**config.mk**
```make
export PLATFORM = sky130hd
export DESIGN_NAME = tcp_dev_end_flat
export DESIGN_NICKNAME = d
export VERILOG_FILES = /design/src/tcp_pkg.sv /design/src/tcp_link_if.sv /design/src/tcp_word_fifo.sv /design/src/tcp_dev_end.sv /design/src/flat_wrapper.sv
export SDC_FILE = /design/constraint.sdc
export NUM_CORES = 2
export LEC_CHECK = 0
export BUFFER_PORTS_ARGS = -buffer_cell sky130_fd_sc_hd__clkbuf_2
export CAP_MARGIN = 25
export CORE_MARGIN = 2
export CORE_UTILIZATION = 25
export DETAILED_ROUTE_END_ITERATION = 8
export SYNTH_ARGS = -nofsm -noshare
export SYNTH_HDL_FRONTEND = slang
export SYNTH_SLANG_ARGS = --single-unit
```
**constraint.sdc**
```tcl
create_clock -name clk_sys -period 5.5 [get_ports clk_sys]
set_input_delay 0.825 -clock clk_sys [delete_from_list [all_inputs] [get_ports clk_sys]]
set_output_delay 0.825 -clock clk_sys [all_outputs]
set_load 0.03 [all_outputs]
```
**src/tcp_pkg.sv**
```systemverilog
// Shared constants, types and word arithmetic of the transmit command parser
package tcp_pkg;
	// Widths
	localparam int WORD_W = 32;
	localparam int TAG_W = 16;
	localparam int SIZE_W = 11;
	localparam int OFF_W = 5;
	localparam int CNT_W = 10;
	localparam int FREE_W = 16;
	localparam int SUM_W = 16;
	localparam int BYTE_W = 12;
	localparam int LANES = 4;
	localparam int FIFO_DEPTH = 64;
	// Command word A fields
	localparam int A_IOC_BIT = 31;
	localparam int A_ALIGN_LO = 24;
	localparam int A_OFF_LO = 16;
	localparam int A_FIRST_SEGMENT_BIT = 13;
	localparam int A_LS_BIT = 12;
	localparam int A_SIZE_LO = 0;
	localparam logic [WORD_W-1:0] A_RSV_MASK = 32'h7C00_0000;
	// Command word B fields
	localparam int B_TAG_LO = 16;
	localparam int B_LEN_LO = 0;
	// End alignment codes and their word masks
	localparam logic [1:0] ALIGN_4 = 2'h0;
	localparam logic [1:0] ALIGN_16 = 2'h1;
	localparam logic [1:0] ALIGN_32 = 2'h2;
	localparam logic [1:0] ALIGN_RSV = 2'h3;
	localparam logic [CNT_W-1:0] ALIGN16_MASK = 10'h003;
	localparam logic [CNT_W-1:0] ALIGN32_MASK = 10'h007;
	// Host controller register offsets
	localparam int ADDR_W = 8;
	localparam logic [ADDR_W-1:0] REG_CMD_A = 8'h00;
	localparam logic [ADDR_W-1:0] REG_CMD_B = 8'h04;
	localparam logic [ADDR_W-1:0] REG_DATA = 8'h08;
	localparam logic [ADDR_W-1:0] REG_CTRL = 8'h0C;
	localparam logic [ADDR_W-1:0] REG_STATUS = 8'h10;
	localparam logic [ADDR_W-1:0] REG_MASK = 8'h14;
	localparam logic [ADDR_W-1:0] REG_FREE = 8'h18;
	localparam logic [ADDR_W-1:0] REG_TAG = 8'h1C;
	// Control and status bits
	localparam int CTRL_SEND_BIT = 0;
	localparam int CTRL_PAD_BIT = 1;
	localparam int EVT_W = 3;
	localparam int EVT_LOADED = 0;
	localparam int EVT_ERROR = 1;
	localparam int EVT_STATUS = 2;
	localparam logic [EVT_W-1:0] MASK_RST = 3'h0;
	// State machines
	typedef enum logic [1:0] {DEV_CMD_A, DEV_CMD_B, DEV_DATA} tcp_dev_state_t;
	typedef enum logic [1:0] {HOST_IDLE, HOST_SEND_B, HOST_PAD} tcp_host_state_t;

	// Words a buffer occupies on the link after its two command words
	function automatic logic [CNT_W-1:0] tcp_total_words(input logic [SIZE_W-1:0] size,
		input logic [OFF_W-1:0] off, input logic [1:0] align);
		logic [BYTE_W-1:0] bytes;
		logic [CNT_W-1:0] dw;
		logic [CNT_W-1:0] am;
		bytes = {1'b0, size} + {7'h00, off};
		dw = CNT_W'((bytes + 12'h003) >> 2);
		am = (align == ALIGN_16) ? ALIGN16_MASK : (align == ALIGN_32) ? ALIGN32_MASK : 10'h000;
		return (dw + am) & ~am;
	endfunction
endpackage

```
**src/tcp_link_if.sv**
```systemverilog
// Dword link between the host controller and the command parser
`timescale 1ns/1ps
`default_nettype none
interface tcp_link_if;
	logic dw_valid;
	logic [tcp_pkg::WORD_W-1:0] dw_data;
	logic [tcp_pkg::FREE_W-1:0] free_words;
	logic loaded_evt;
	logic error_evt;
	logic stat_valid;
	logic [tcp_pkg::TAG_W-1:0] stat_tag;
	modport host (output dw_valid, output dw_data, input free_words, input loaded_evt,
		input error_evt, input stat_valid, input stat_tag);
	modport dev (input dw_valid, input dw_data, output free_words, output loaded_evt,
		output error_evt, output stat_valid, output stat_tag);
endinterface
`default_nettype wire

```
**src/tcp_word_fifo.sv**
```systemverilog
// Transmit data FIFO with a registered output stage
`timescale 1ns/1ps
`default_nettype none
module tcp_word_fifo #(
	parameter int W = 36,
	parameter int DEPTH = 64
) (
	// Clock and reset
	input wire logic clk_sys,
	input wire logic sys_rst,
	// Fill side
	input wire logic in_valid,
	input wire logic [W-1:0] in_data,
	output logic in_ready,
	// Drain side
	output logic out_valid,
	output logic [W-1:0] out_data,
	input wire logic out_ready,
	// Occupancy, output stage included
	output logic [$clog2(DEPTH)+1:0] used
);
	localparam int AW = $clog2(DEPTH);
	typedef struct packed {
		logic [AW-1:0] wp;
		logic [AW-1:0] rp;
		logic [AW:0] cnt;
		logic ov;
		logic [W-1:0] od;
	} tcp_fifo_reg_t;

	tcp_fifo_reg_t cur;
	tcp_fifo_reg_t next_cur;
	logic [W-1:0] mem [DEPTH];
	logic push;
	logic pop;

	// DEPTH must be a power of two so the pointers wrap by themselves
	// Output stage counts against DEPTH, so the free count never goes below zero
	assign in_ready = (used < (AW+2)'(DEPTH));
	assign push = in_valid && in_ready;
	assign pop = (cur.cnt != '0) && (!cur.ov || out_ready);
	assign out_valid = cur.ov;
	assign out_data = cur.od;
	assign used = {1'b0, cur.cnt} + {{(AW+1){1'b0}}, cur.ov};

	// Pointer and output stage update
	always_comb begin
		next_cur = cur;
		if (cur.ov && out_ready) begin
			next_cur.ov = 1'b0;
		end
		if (pop) begin
			next_cur.ov = 1'b1;
			next_cur.od = mem[cur.rp];
			next_cur.rp = cur.rp + 1'b1;
		end
		if (push) begin
			next_cur.wp = cur.wp + 1'b1;
		end
		next_cur.cnt = cur.cnt + {{AW{1'b0}}, push} - {{AW{1'b0}}, pop};
	end

	always_ff @(posedge clk_sys) begin
		if (sys_rst) begin
			cur <= '0;
		end else begin
			cur <= next_cur;
		end
	end

	// Storage has no reset; only slots behind the count are ever read
	always_ff @(posedge clk_sys) begin
		if (push) begin
			mem[cur.wp] <= in_data;
		end
	end
endmodule
`default_nettype wire

```
**src/tcp_dev_end.sv**
```systemverilog
// Transmit command parser: splits command words, strips offset and padding, checks packets
// Summary of operation
// - Host sends command words before buffer payload
// - Command is two 32-bit words, A then B
// - Host sends A and B for every buffer
// - Word B mismatch within a packet flags error
// - Packet tag returned with packet status
// - Interrupt-on-completion bit pulses buffer loaded flag
// - Host writes zero to A bits 30:26
// - A bits 25:24 select 4/16/32-byte end alignment
// - Host pads to alignment; device drops padding
// - Command words and padding never reach FIFO
// - A bits 20:16 offset; earlier bytes ignored
// - Summed buffer sizes must equal packet length
// - Writing into a full FIFO flags error
`timescale 1ns/1ps
`default_nettype none
module tcp_dev_end #(
	parameter int DEPTH = tcp_pkg::FIFO_DEPTH
) (
	// Clock and reset
	input wire logic clk_sys,
	input wire logic sys_rst,
	// Link from the host
	tcp_link_if.dev link,
	// Payload towards the transmitter
	output logic rd_valid,
	output logic [tcp_pkg::WORD_W-1:0] rd_data,
	output logic [tcp_pkg::LANES-1:0] rd_mask,
	input wire logic rd_ready,
	// Flags
	output logic tx_error_flag,
	input wire logic err_clear,
	output logic buffer_loaded_flag
);
	localparam int FW = tcp_pkg::WORD_W + tcp_pkg::LANES;

	typedef struct packed {
		tcp_pkg::tcp_dev_state_t st;
		logic ioc;
		logic [1:0] align;
		logic [tcp_pkg::OFF_W-1:0] off;
		logic [tcp_pkg::SIZE_W-1:0] size;
		logic first_segment_bit;
		logic ls;
		logic [tcp_pkg::WORD_W-1:0] cmd_b;
		logic b_open;
		logic [tcp_pkg::SUM_W-1:0] sum;
		logic [tcp_pkg::CNT_W-1:0] widx;
		logic [tcp_pkg::CNT_W-1:0] total;
		logic push;
		logic [FW-1:0] push_data;
		logic err_evt;
		logic loaded_evt;
		logic stat_valid;
		logic [tcp_pkg::TAG_W-1:0] stat_tag;
		logic tx_error_flag;
		logic [tcp_pkg::FREE_W-1:0] free;
	} tcp_dev_reg_t;

	tcp_dev_reg_t cur;
	tcp_dev_reg_t next_cur;
	logic fifo_ready;
	logic fifo_valid;
	logic [FW-1:0] fifo_data;
	logic [$clog2(DEPTH)+1:0] fifo_used;
	logic [tcp_pkg::BYTE_W-1:0] end_byte;
	logic [tcp_pkg::LANES-1:0] lanes;
	logic [tcp_pkg::SIZE_W-1:0] in_size;
	logic [tcp_pkg::OFF_W-1:0] in_off;
	logic [1:0] in_align;
	logic finish;
	logic err_set;

	// Byte lanes of one dword that fall inside the payload window
	function automatic logic [tcp_pkg::LANES-1:0] tcp_lane_mask(input logic [tcp_pkg::CNT_W-1:0] widx,
		input logic [tcp_pkg::OFF_W-1:0] off, input logic [tcp_pkg::BYTE_W-1:0] stop);
		logic [tcp_pkg::BYTE_W-1:0] pos;
		logic [tcp_pkg::LANES-1:0] m;
		m = '0;
		for (int i = 0; i < tcp_pkg::LANES; i++) begin
			pos = {widx, 2'b00} + tcp_pkg::BYTE_W'(i);
			m[i] = (pos >= {7'h00, off}) && (pos < stop);
		end
		return m;
	endfunction

	// Fields of an incoming command word A
	assign in_size = link.dw_data[tcp_pkg::A_SIZE_LO +: tcp_pkg::SIZE_W];
	assign in_off = link.dw_data[tcp_pkg::A_OFF_LO +: tcp_pkg::OFF_W];
	assign in_align = link.dw_data[tcp_pkg::A_ALIGN_LO +: 2];
	// First byte past the payload, counted from the first data word
	assign end_byte = {1'b0, cur.size} + {7'h00, cur.off};
	assign lanes = tcp_lane_mask(cur.widx, cur.off, end_byte);

	// Parser state machine
	always_comb begin
		next_cur = cur;
		next_cur.push = 1'b0;
		next_cur.err_evt = 1'b0;
		next_cur.loaded_evt = 1'b0;
		next_cur.stat_valid = 1'b0;
		finish = 1'b0;
		// A word pushed last cycle into a full FIFO is lost
		err_set = cur.push && !fifo_ready;
		if (link.dw_valid) begin
			case (cur.st)
				tcp_pkg::DEV_CMD_A: begin
					// Command words are consumed here and never pushed into the FIFO
					next_cur.ioc = link.dw_data[tcp_pkg::A_IOC_BIT];
					next_cur.align = in_align;
					next_cur.off = in_off;
					next_cur.size = in_size;
					next_cur.first_segment_bit = link.dw_data[tcp_pkg::A_FIRST_SEGMENT_BIT];
					next_cur.ls = link.dw_data[tcp_pkg::A_LS_BIT];
					next_cur.total = tcp_pkg::tcp_total_words(in_size, in_off, in_align);
					// Reserved code is not guessed at; it counts as one-dword alignment
					if (in_align == tcp_pkg::ALIGN_RSV) begin
						err_set = 1'b1;
					end
					next_cur.st = tcp_pkg::DEV_CMD_B;
				end
				tcp_pkg::DEV_CMD_B: begin
					// A first segment opens a packet; later segments must repeat word B
					if (cur.first_segment_bit || !cur.b_open) begin
						next_cur.cmd_b = link.dw_data;
						next_cur.sum = {5'h00, cur.size};
					end else begin
						if (link.dw_data != cur.cmd_b) begin
							err_set = 1'b1;
						end
						next_cur.sum = cur.sum + {5'h00, cur.size};
					end
					next_cur.b_open = 1'b1;
					next_cur.widx = '0;
					if (cur.total == '0) begin
						finish = 1'b1;
					end else begin
						next_cur.st = tcp_pkg::DEV_DATA;
					end
				end
				tcp_pkg::DEV_DATA: begin
					// Offset bytes and padding dwords carry no valid lane and are dropped
					if (lanes != '0) begin
						next_cur.push = 1'b1;
						next_cur.push_data = {lanes, link.dw_data};
					end
					next_cur.widx = cur.widx + 1'b1;
					if (cur.widx + 1'b1 == cur.total) begin
						finish = 1'b1;
					end
				end
				default: begin
					next_cur.st = tcp_pkg::DEV_CMD_A;
				end
			endcase
		end
		// End of one buffer
		if (finish) begin
			next_cur.st = tcp_pkg::DEV_CMD_A;
			next_cur.loaded_evt = cur.ioc;
			if (cur.ls) begin
				next_cur.b_open = 1'b0;
				next_cur.stat_valid = 1'b1;
				next_cur.stat_tag = next_cur.cmd_b[tcp_pkg::B_TAG_LO +: tcp_pkg::TAG_W];
				if (next_cur.sum != {5'h00, next_cur.cmd_b[tcp_pkg::B_LEN_LO +: tcp_pkg::SIZE_W]}) begin
					err_set = 1'b1;
				end
			end
		end
		// Error flag: a new error wins over a clear in the same cycle
		next_cur.err_evt = err_set;
		next_cur.tx_error_flag = err_set || (cur.tx_error_flag && !err_clear);
		// Free space as seen by the host, one cycle old
		next_cur.free = tcp_pkg::FREE_W'(DEPTH) - tcp_pkg::FREE_W'(fifo_used);
	end

	always_ff @(posedge clk_sys) begin
		if (sys_rst) begin
			cur <= '0;
		end else begin
			cur <= next_cur;
		end
	end

	// Payload storage; the pushed word is checked against full one cycle later
	tcp_word_fifo #(
		.W(FW),
		.DEPTH(DEPTH)
	) u_fifo (
		.clk_sys(clk_sys),
		.sys_rst(sys_rst),
		.in_valid(cur.push),
		.in_data(cur.push_data),
		.in_ready(fifo_ready),
		.out_valid(fifo_valid),
		.out_data(fifo_data),
		.out_ready(rd_ready),
		.used(fifo_used)
	);

	// Outputs, all from flip-flops
	assign rd_valid = fifo_valid;
	assign rd_data = fifo_data[tcp_pkg::WORD_W-1:0];
	assign rd_mask = fifo_data[FW-1:tcp_pkg::WORD_W];
	assign tx_error_flag = cur.tx_error_flag;
	assign buffer_loaded_flag = cur.loaded_evt;
	assign link.free_words = cur.free;
	assign link.loaded_evt = cur.loaded_evt;
	assign link.error_evt = cur.err_evt;
	assign link.stat_valid = cur.stat_valid;
	assign link.stat_tag = cur.stat_tag;
endmodule
`default_nettype wire

```
**src/flat_wrapper.sv**
```systemverilog
// flat-port wrapper written by rule: the top's interface ports become plain ports
module tcp_dev_end_flat 
#(
	parameter int DEPTH = tcp_pkg::FIFO_DEPTH
)
  (clk_sys, sys_rst, rd_valid, rd_data, rd_mask, rd_ready, tx_error_flag, err_clear, buffer_loaded_flag, link_dw_valid, link_dw_data, link_free_words, link_loaded_evt, link_error_evt, link_stat_valid, link_stat_tag);
  tcp_link_if link_i ();
  input wire logic clk_sys;
  input wire logic sys_rst;
  output logic rd_valid;
  output logic [tcp_pkg::WORD_W-1:0] rd_data;
  output logic [tcp_pkg::LANES-1:0] rd_mask;
  input wire logic rd_ready;
  output logic tx_error_flag;
  input wire logic err_clear;
  output logic buffer_loaded_flag;
  input wire logic [$bits(link_i.dw_valid)-1:0] link_dw_valid;
  input wire logic [$bits(link_i.dw_data)-1:0] link_dw_data;
  output wire logic [$bits(link_i.free_words)-1:0] link_free_words;
  output wire logic [$bits(link_i.loaded_evt)-1:0] link_loaded_evt;
  output wire logic [$bits(link_i.error_evt)-1:0] link_error_evt;
  output wire logic [$bits(link_i.stat_valid)-1:0] link_stat_valid;
  output wire logic [$bits(link_i.stat_tag)-1:0] link_stat_tag;
  assign link_i.dw_valid = link_dw_valid;
  assign link_i.dw_data = link_dw_data;
  assign link_free_words = link_i.free_words;
  assign link_loaded_evt = link_i.loaded_evt;
  assign link_error_evt = link_i.error_evt;
  assign link_stat_valid = link_i.stat_valid;
  assign link_stat_tag = link_i.stat_tag;
  tcp_dev_end #(.DEPTH(DEPTH)) u_core (.clk_sys(clk_sys), .sys_rst(sys_rst), .link(link_i), .rd_valid(rd_valid), .rd_data(rd_data), .rd_mask(rd_mask), .rd_ready(rd_ready), .tx_error_flag(tx_error_flag), .err_clear(err_clear), .buffer_loaded_flag(buffer_loaded_flag));
endmodule
```
==> results.md <==
- Status: finished, final reports clean
- Async set or reset register ratio after synthesis: 0%
- Reg2reg setup slack: 0.74 ns
- TritonCTS Buffers: between 200 and 300
- RR Startpoint: u_core.u_fifo.cur[37]$_SDFF_PP0_
- Area grow syn2layout: 17.1%
- Final ANT Viol Nets: 0
- Seq/Total Area, Yosys: 74.3%
- Synthesis Warnings: 0
- Number of synthesized flops with an enable pin: 2304
- Worst setup path endpoint: u_core.u_fifo.mem[8][5]$_DFFE_PP_
- Via Count: around 48k
- Max Freq: about 0.21 GHz
- R2R depth: 14
- Post-DP HPWL: around 150000 microns
- Die footprint: 401000 sq um
- CP endpoint kind: flip-flop
- Critical path fanouts, max: 13
- Clock sink total: roughly 2.5k
- Drt wl/cell: 23.6 microns
- Max-slew violations: 0
- Final Instance Area: 116000 sq um
- Final worst slack: 0.744 ns
- Net count after synthesis: 4826
- Fin crit share: 86.5%
- Hold WS: about 0.21 ns
- LEAKAGE: ~33 nW
- Total power: approximately 50 mW
- Post-cts sizing count: 0
- GP Congestion: 0.830
- WP data arrival: about 5.3 ns
- Type of the worst min-delay path: in2reg
- Ys flop type: edfxtp_1
- IO Pins: between 100 and 150
- Max_slew headroom: between 20% and 30%
- Port Buffers: 110
- First-pass GRT wire length: between 300000 and 400000 microns
- Initial core utilization: between 20% and 30%
- Worst slew pin tran: around 1.1 ns
- Antenna violations before repair: 13
- Synth area leaders: edfxtp_1 (70%), mux4_2 (17%), dfxtp_1 (4.4%)
- CTS tree: yes
- Grt ovf: 0
- Synth unique cells: 76
- VDD IR-drop max: 257 uV
- Core Box Area: a little under 400000 sq um
- Largest net degree at the start of global routing: roughly 150
- Worst Setup Start Kind: flip-flop
- Row cnt: 231
- Required @ worst endpoint: 6.06 ns
- Area leader, netlist: edfxtp_1
- Maximum root-to-sink buffer count: 4
- Layout cells sized above 1: a little under a third
- CTS Hold Bufs: 0
- Max-Cap Viols: 0
- DP Worst Slack: 0.804 ns
- Number of synthesized register bits: 2522
- RSZ-0062 raised after global routing: no
- DRC Markers: 0
- Mapped Avg Cell Area: 21.0 sq um
- CP Class: reg2reg
- Post-Syn Instances: 4718
- Pwr dens: between 400 and 500 nW/um^2
- Final Hold Viols: 0
- CTS H-tree lvls: 5
- Final setup vio count: 0
- Post-DP Area: 107000 sq um
- Post-Syn Area: a little under 100000 sq um
- Via/cell ratio: 4.59
- Clock root buffer: clkbuf_16
- Die Width: 633 microns
- 1st-iter DRT viols: around 5.1k
- GRT Overall Usage: 12.0%
- Min Tclk post-route: 4.76 ns
- Critical path origin: u_core.u_fifo.cur[37]$_SDFF_PP0_
- Setup TNS: 0 ns
- Synth top area share: 69.9%
- Die H: between 600 and 700 microns
- CTS clk-pin slew, worst paths: 0.07 ns
- WL final: 246000 microns
- R2R Path End: u_core.u_fifo.mem[8][5]$_DFFE_PP_
- Post CTS Setup Buffer Count: 0
- Skew final: a little under 0.08 ns
- Vias in the first global route: between 40k and 50k
- Worst-skew pair later-pin latency: around 0.92 ns
- Final #Nets: 5090
- 1st-pass router iterations: 5
per-stage QoR:
stage | utilization [%] | cells
3_5_place_dp | 27.1 | 9941
4_1_cts | 29.3 | 10400
5_1_grt | 29.3 | 10400
2_1_floorplan | - | 4718
3_3_place_gp | 27.1 | 9940
6_report | 29.3 | 10400
per-layer routing:
metal | share of wire [%] | vias up | track usage [%] | wire length [microns]
met5 | 0 | - | 0 | 0
met4 | 2.0 | 0 | 2.76 | 5040
met3 | 7.5 | 355 | 2.22 | 18300
met2 | 50 | 1766 | 20.3 | 123000
met1 | 41 | 25700 | 16.1 | 99800
li1 | - | 20000 | - | -
synth_stat cells (5+ instances only):
library cell  count
a21o_1           20
edfxtp_1       2304
nor4_1           10
mux2i_1          42
nand3b_1          8
nand2_1         223
buf_6             6
nor2b_1          18
or2_2             6
o21a_1            8
and2_1            9
inv_1            39
xor2_1           30
o21ai_0          29
buf_2            60
dfxtp_1         218
a31oi_1           5
o22a_1           16
and3_1            8
nor3_1           18
nand4_1          20
or3_1             9
mux4_2          756
xnor2_1          66
a21oi_1         144
buf_4            79
nand2b_1          9
o21bai_1          6
nand3_1          27
o221ai_1          5
a2111oi_0         5
buf_1            28
ha_1             67
nor2_1          187
a211oi_1         13
clkbuf_1        145
layout make-up:
cell class / count / area, sq um
Inverter: 40 / 150
Timing Repair Buffer: 301 / 2720
Clock inverter: 128 / 1210
Multi-Input combinational cell: 1837 / 24200
Sequential cell: 2522 / 73600
Clock buffer: 345 / 7490
Tap cell: 5242 / 6560
Fill cell: 37900 / 279000
Antenna cell: 4 / 10.0
worst min-delay path by stage:
| stage | start | endpoint | slack (ns) | depth (start not counted) |
|---|---|---|---|---|
| floorplan | u_core.cur[142]$_SDFFE_PP0P_ | u_core.cur[142]$_SDFFE_PP0P_ | 0.43 | 2 |
| global placement | u_core.cur[162]$_SDFFE_PP0P_ | u_core.cur[162]$_SDFFE_PP0P_ | 0.44 | 2 |
| detailed placement | u_core.u_fifo.out_data[16]$_SDFFE_PP0P_ | u_core.u_fifo.out_data[16]$_SDFFE_PP0P_ | 0.45 | 2 |
| CTS | link_dw_data[11] | u_core.cur[121]$_SDFFE_PP0P_ | 0.14 | 3 |
| global route | link_dw_data[14] | u_core.cur[124]$_SDFFE_PP0P_ | 0.18 | 3 |
| finish | link_dw_data[11] | u_core.cur[121]$_SDFFE_PP0P_ | 0.21 | 3 |
power by group:
part / internal [mW] / switching [mW] / leakage, nW
registers: 21.0 / 0.398 / 20.8
clock network: 10.7 / 7.28 / 4.25
logic: 4.45 / 5.08 / 7.94
logic make-up after synthesis:
family	after synthesis	synth area share, %
AOI/OAI and AO/OA	296	1.88
xor gates and xnor gates	96	0.849
adders and majority gates	71	0.928
buffers and inverters	359	1.78
DFF	2522	74.3
muxes	799	17.6
and+or+nand+nor	575	2.61
registers in the layout, indices dropped and copies added (netlist names), named ones only:
register,flops
u_core.u_fifo.out_data,36
u_core.tx_error_flag,1
u_core.u_fifo.cur,19
u_core.link.error_evt,1
u_core.link.free_words,9
u_core.u_fifo.out_valid,1
u_core.u_fifo.mem,2304
u_core.link.stat_tag,16
u_core.link.stat_valid,1
u_core.buffer_loaded_flag,1
u_core.cur,127
worst max-delay path: stages (launching register included):
cell,delay [ns]
dfxtp_1,0.39
ha_1,0.26
ha_1,0.24
a21boi_0,0.13
nor4_1,0.30
and2_1,0.22
nand3_1,0.09
a21boi_1,0.62
and2_1,0.30
inv_1,0.16
nor2_1,0.24
nand2_1,0.38
buf_4,0.36
nor2_4,0.40
buf_4,0.31
cell usage in the layout, fill, tap and decap left out, types with 27 or more instances in the layout:
master and instances:
o21ai_0 29, xnor2_1 66, buf_12 55, nand2_1 223, clkbuf_16 289, mux2i_1 42, inv_1 39, mux4_2 756
a21oi_1 144, nor2_1 122, xor2_1 30, clkinv_2 35, clkbuf_2 109, ha_1 67, dfxtp_1 176, nand3_1 27
edfxtp_1 2304, buf_4 134, clkinv_1 51, clkbuf_1 50, nor2_4 65, dfxtp_2 34
(Power assumes the default switching activity.)
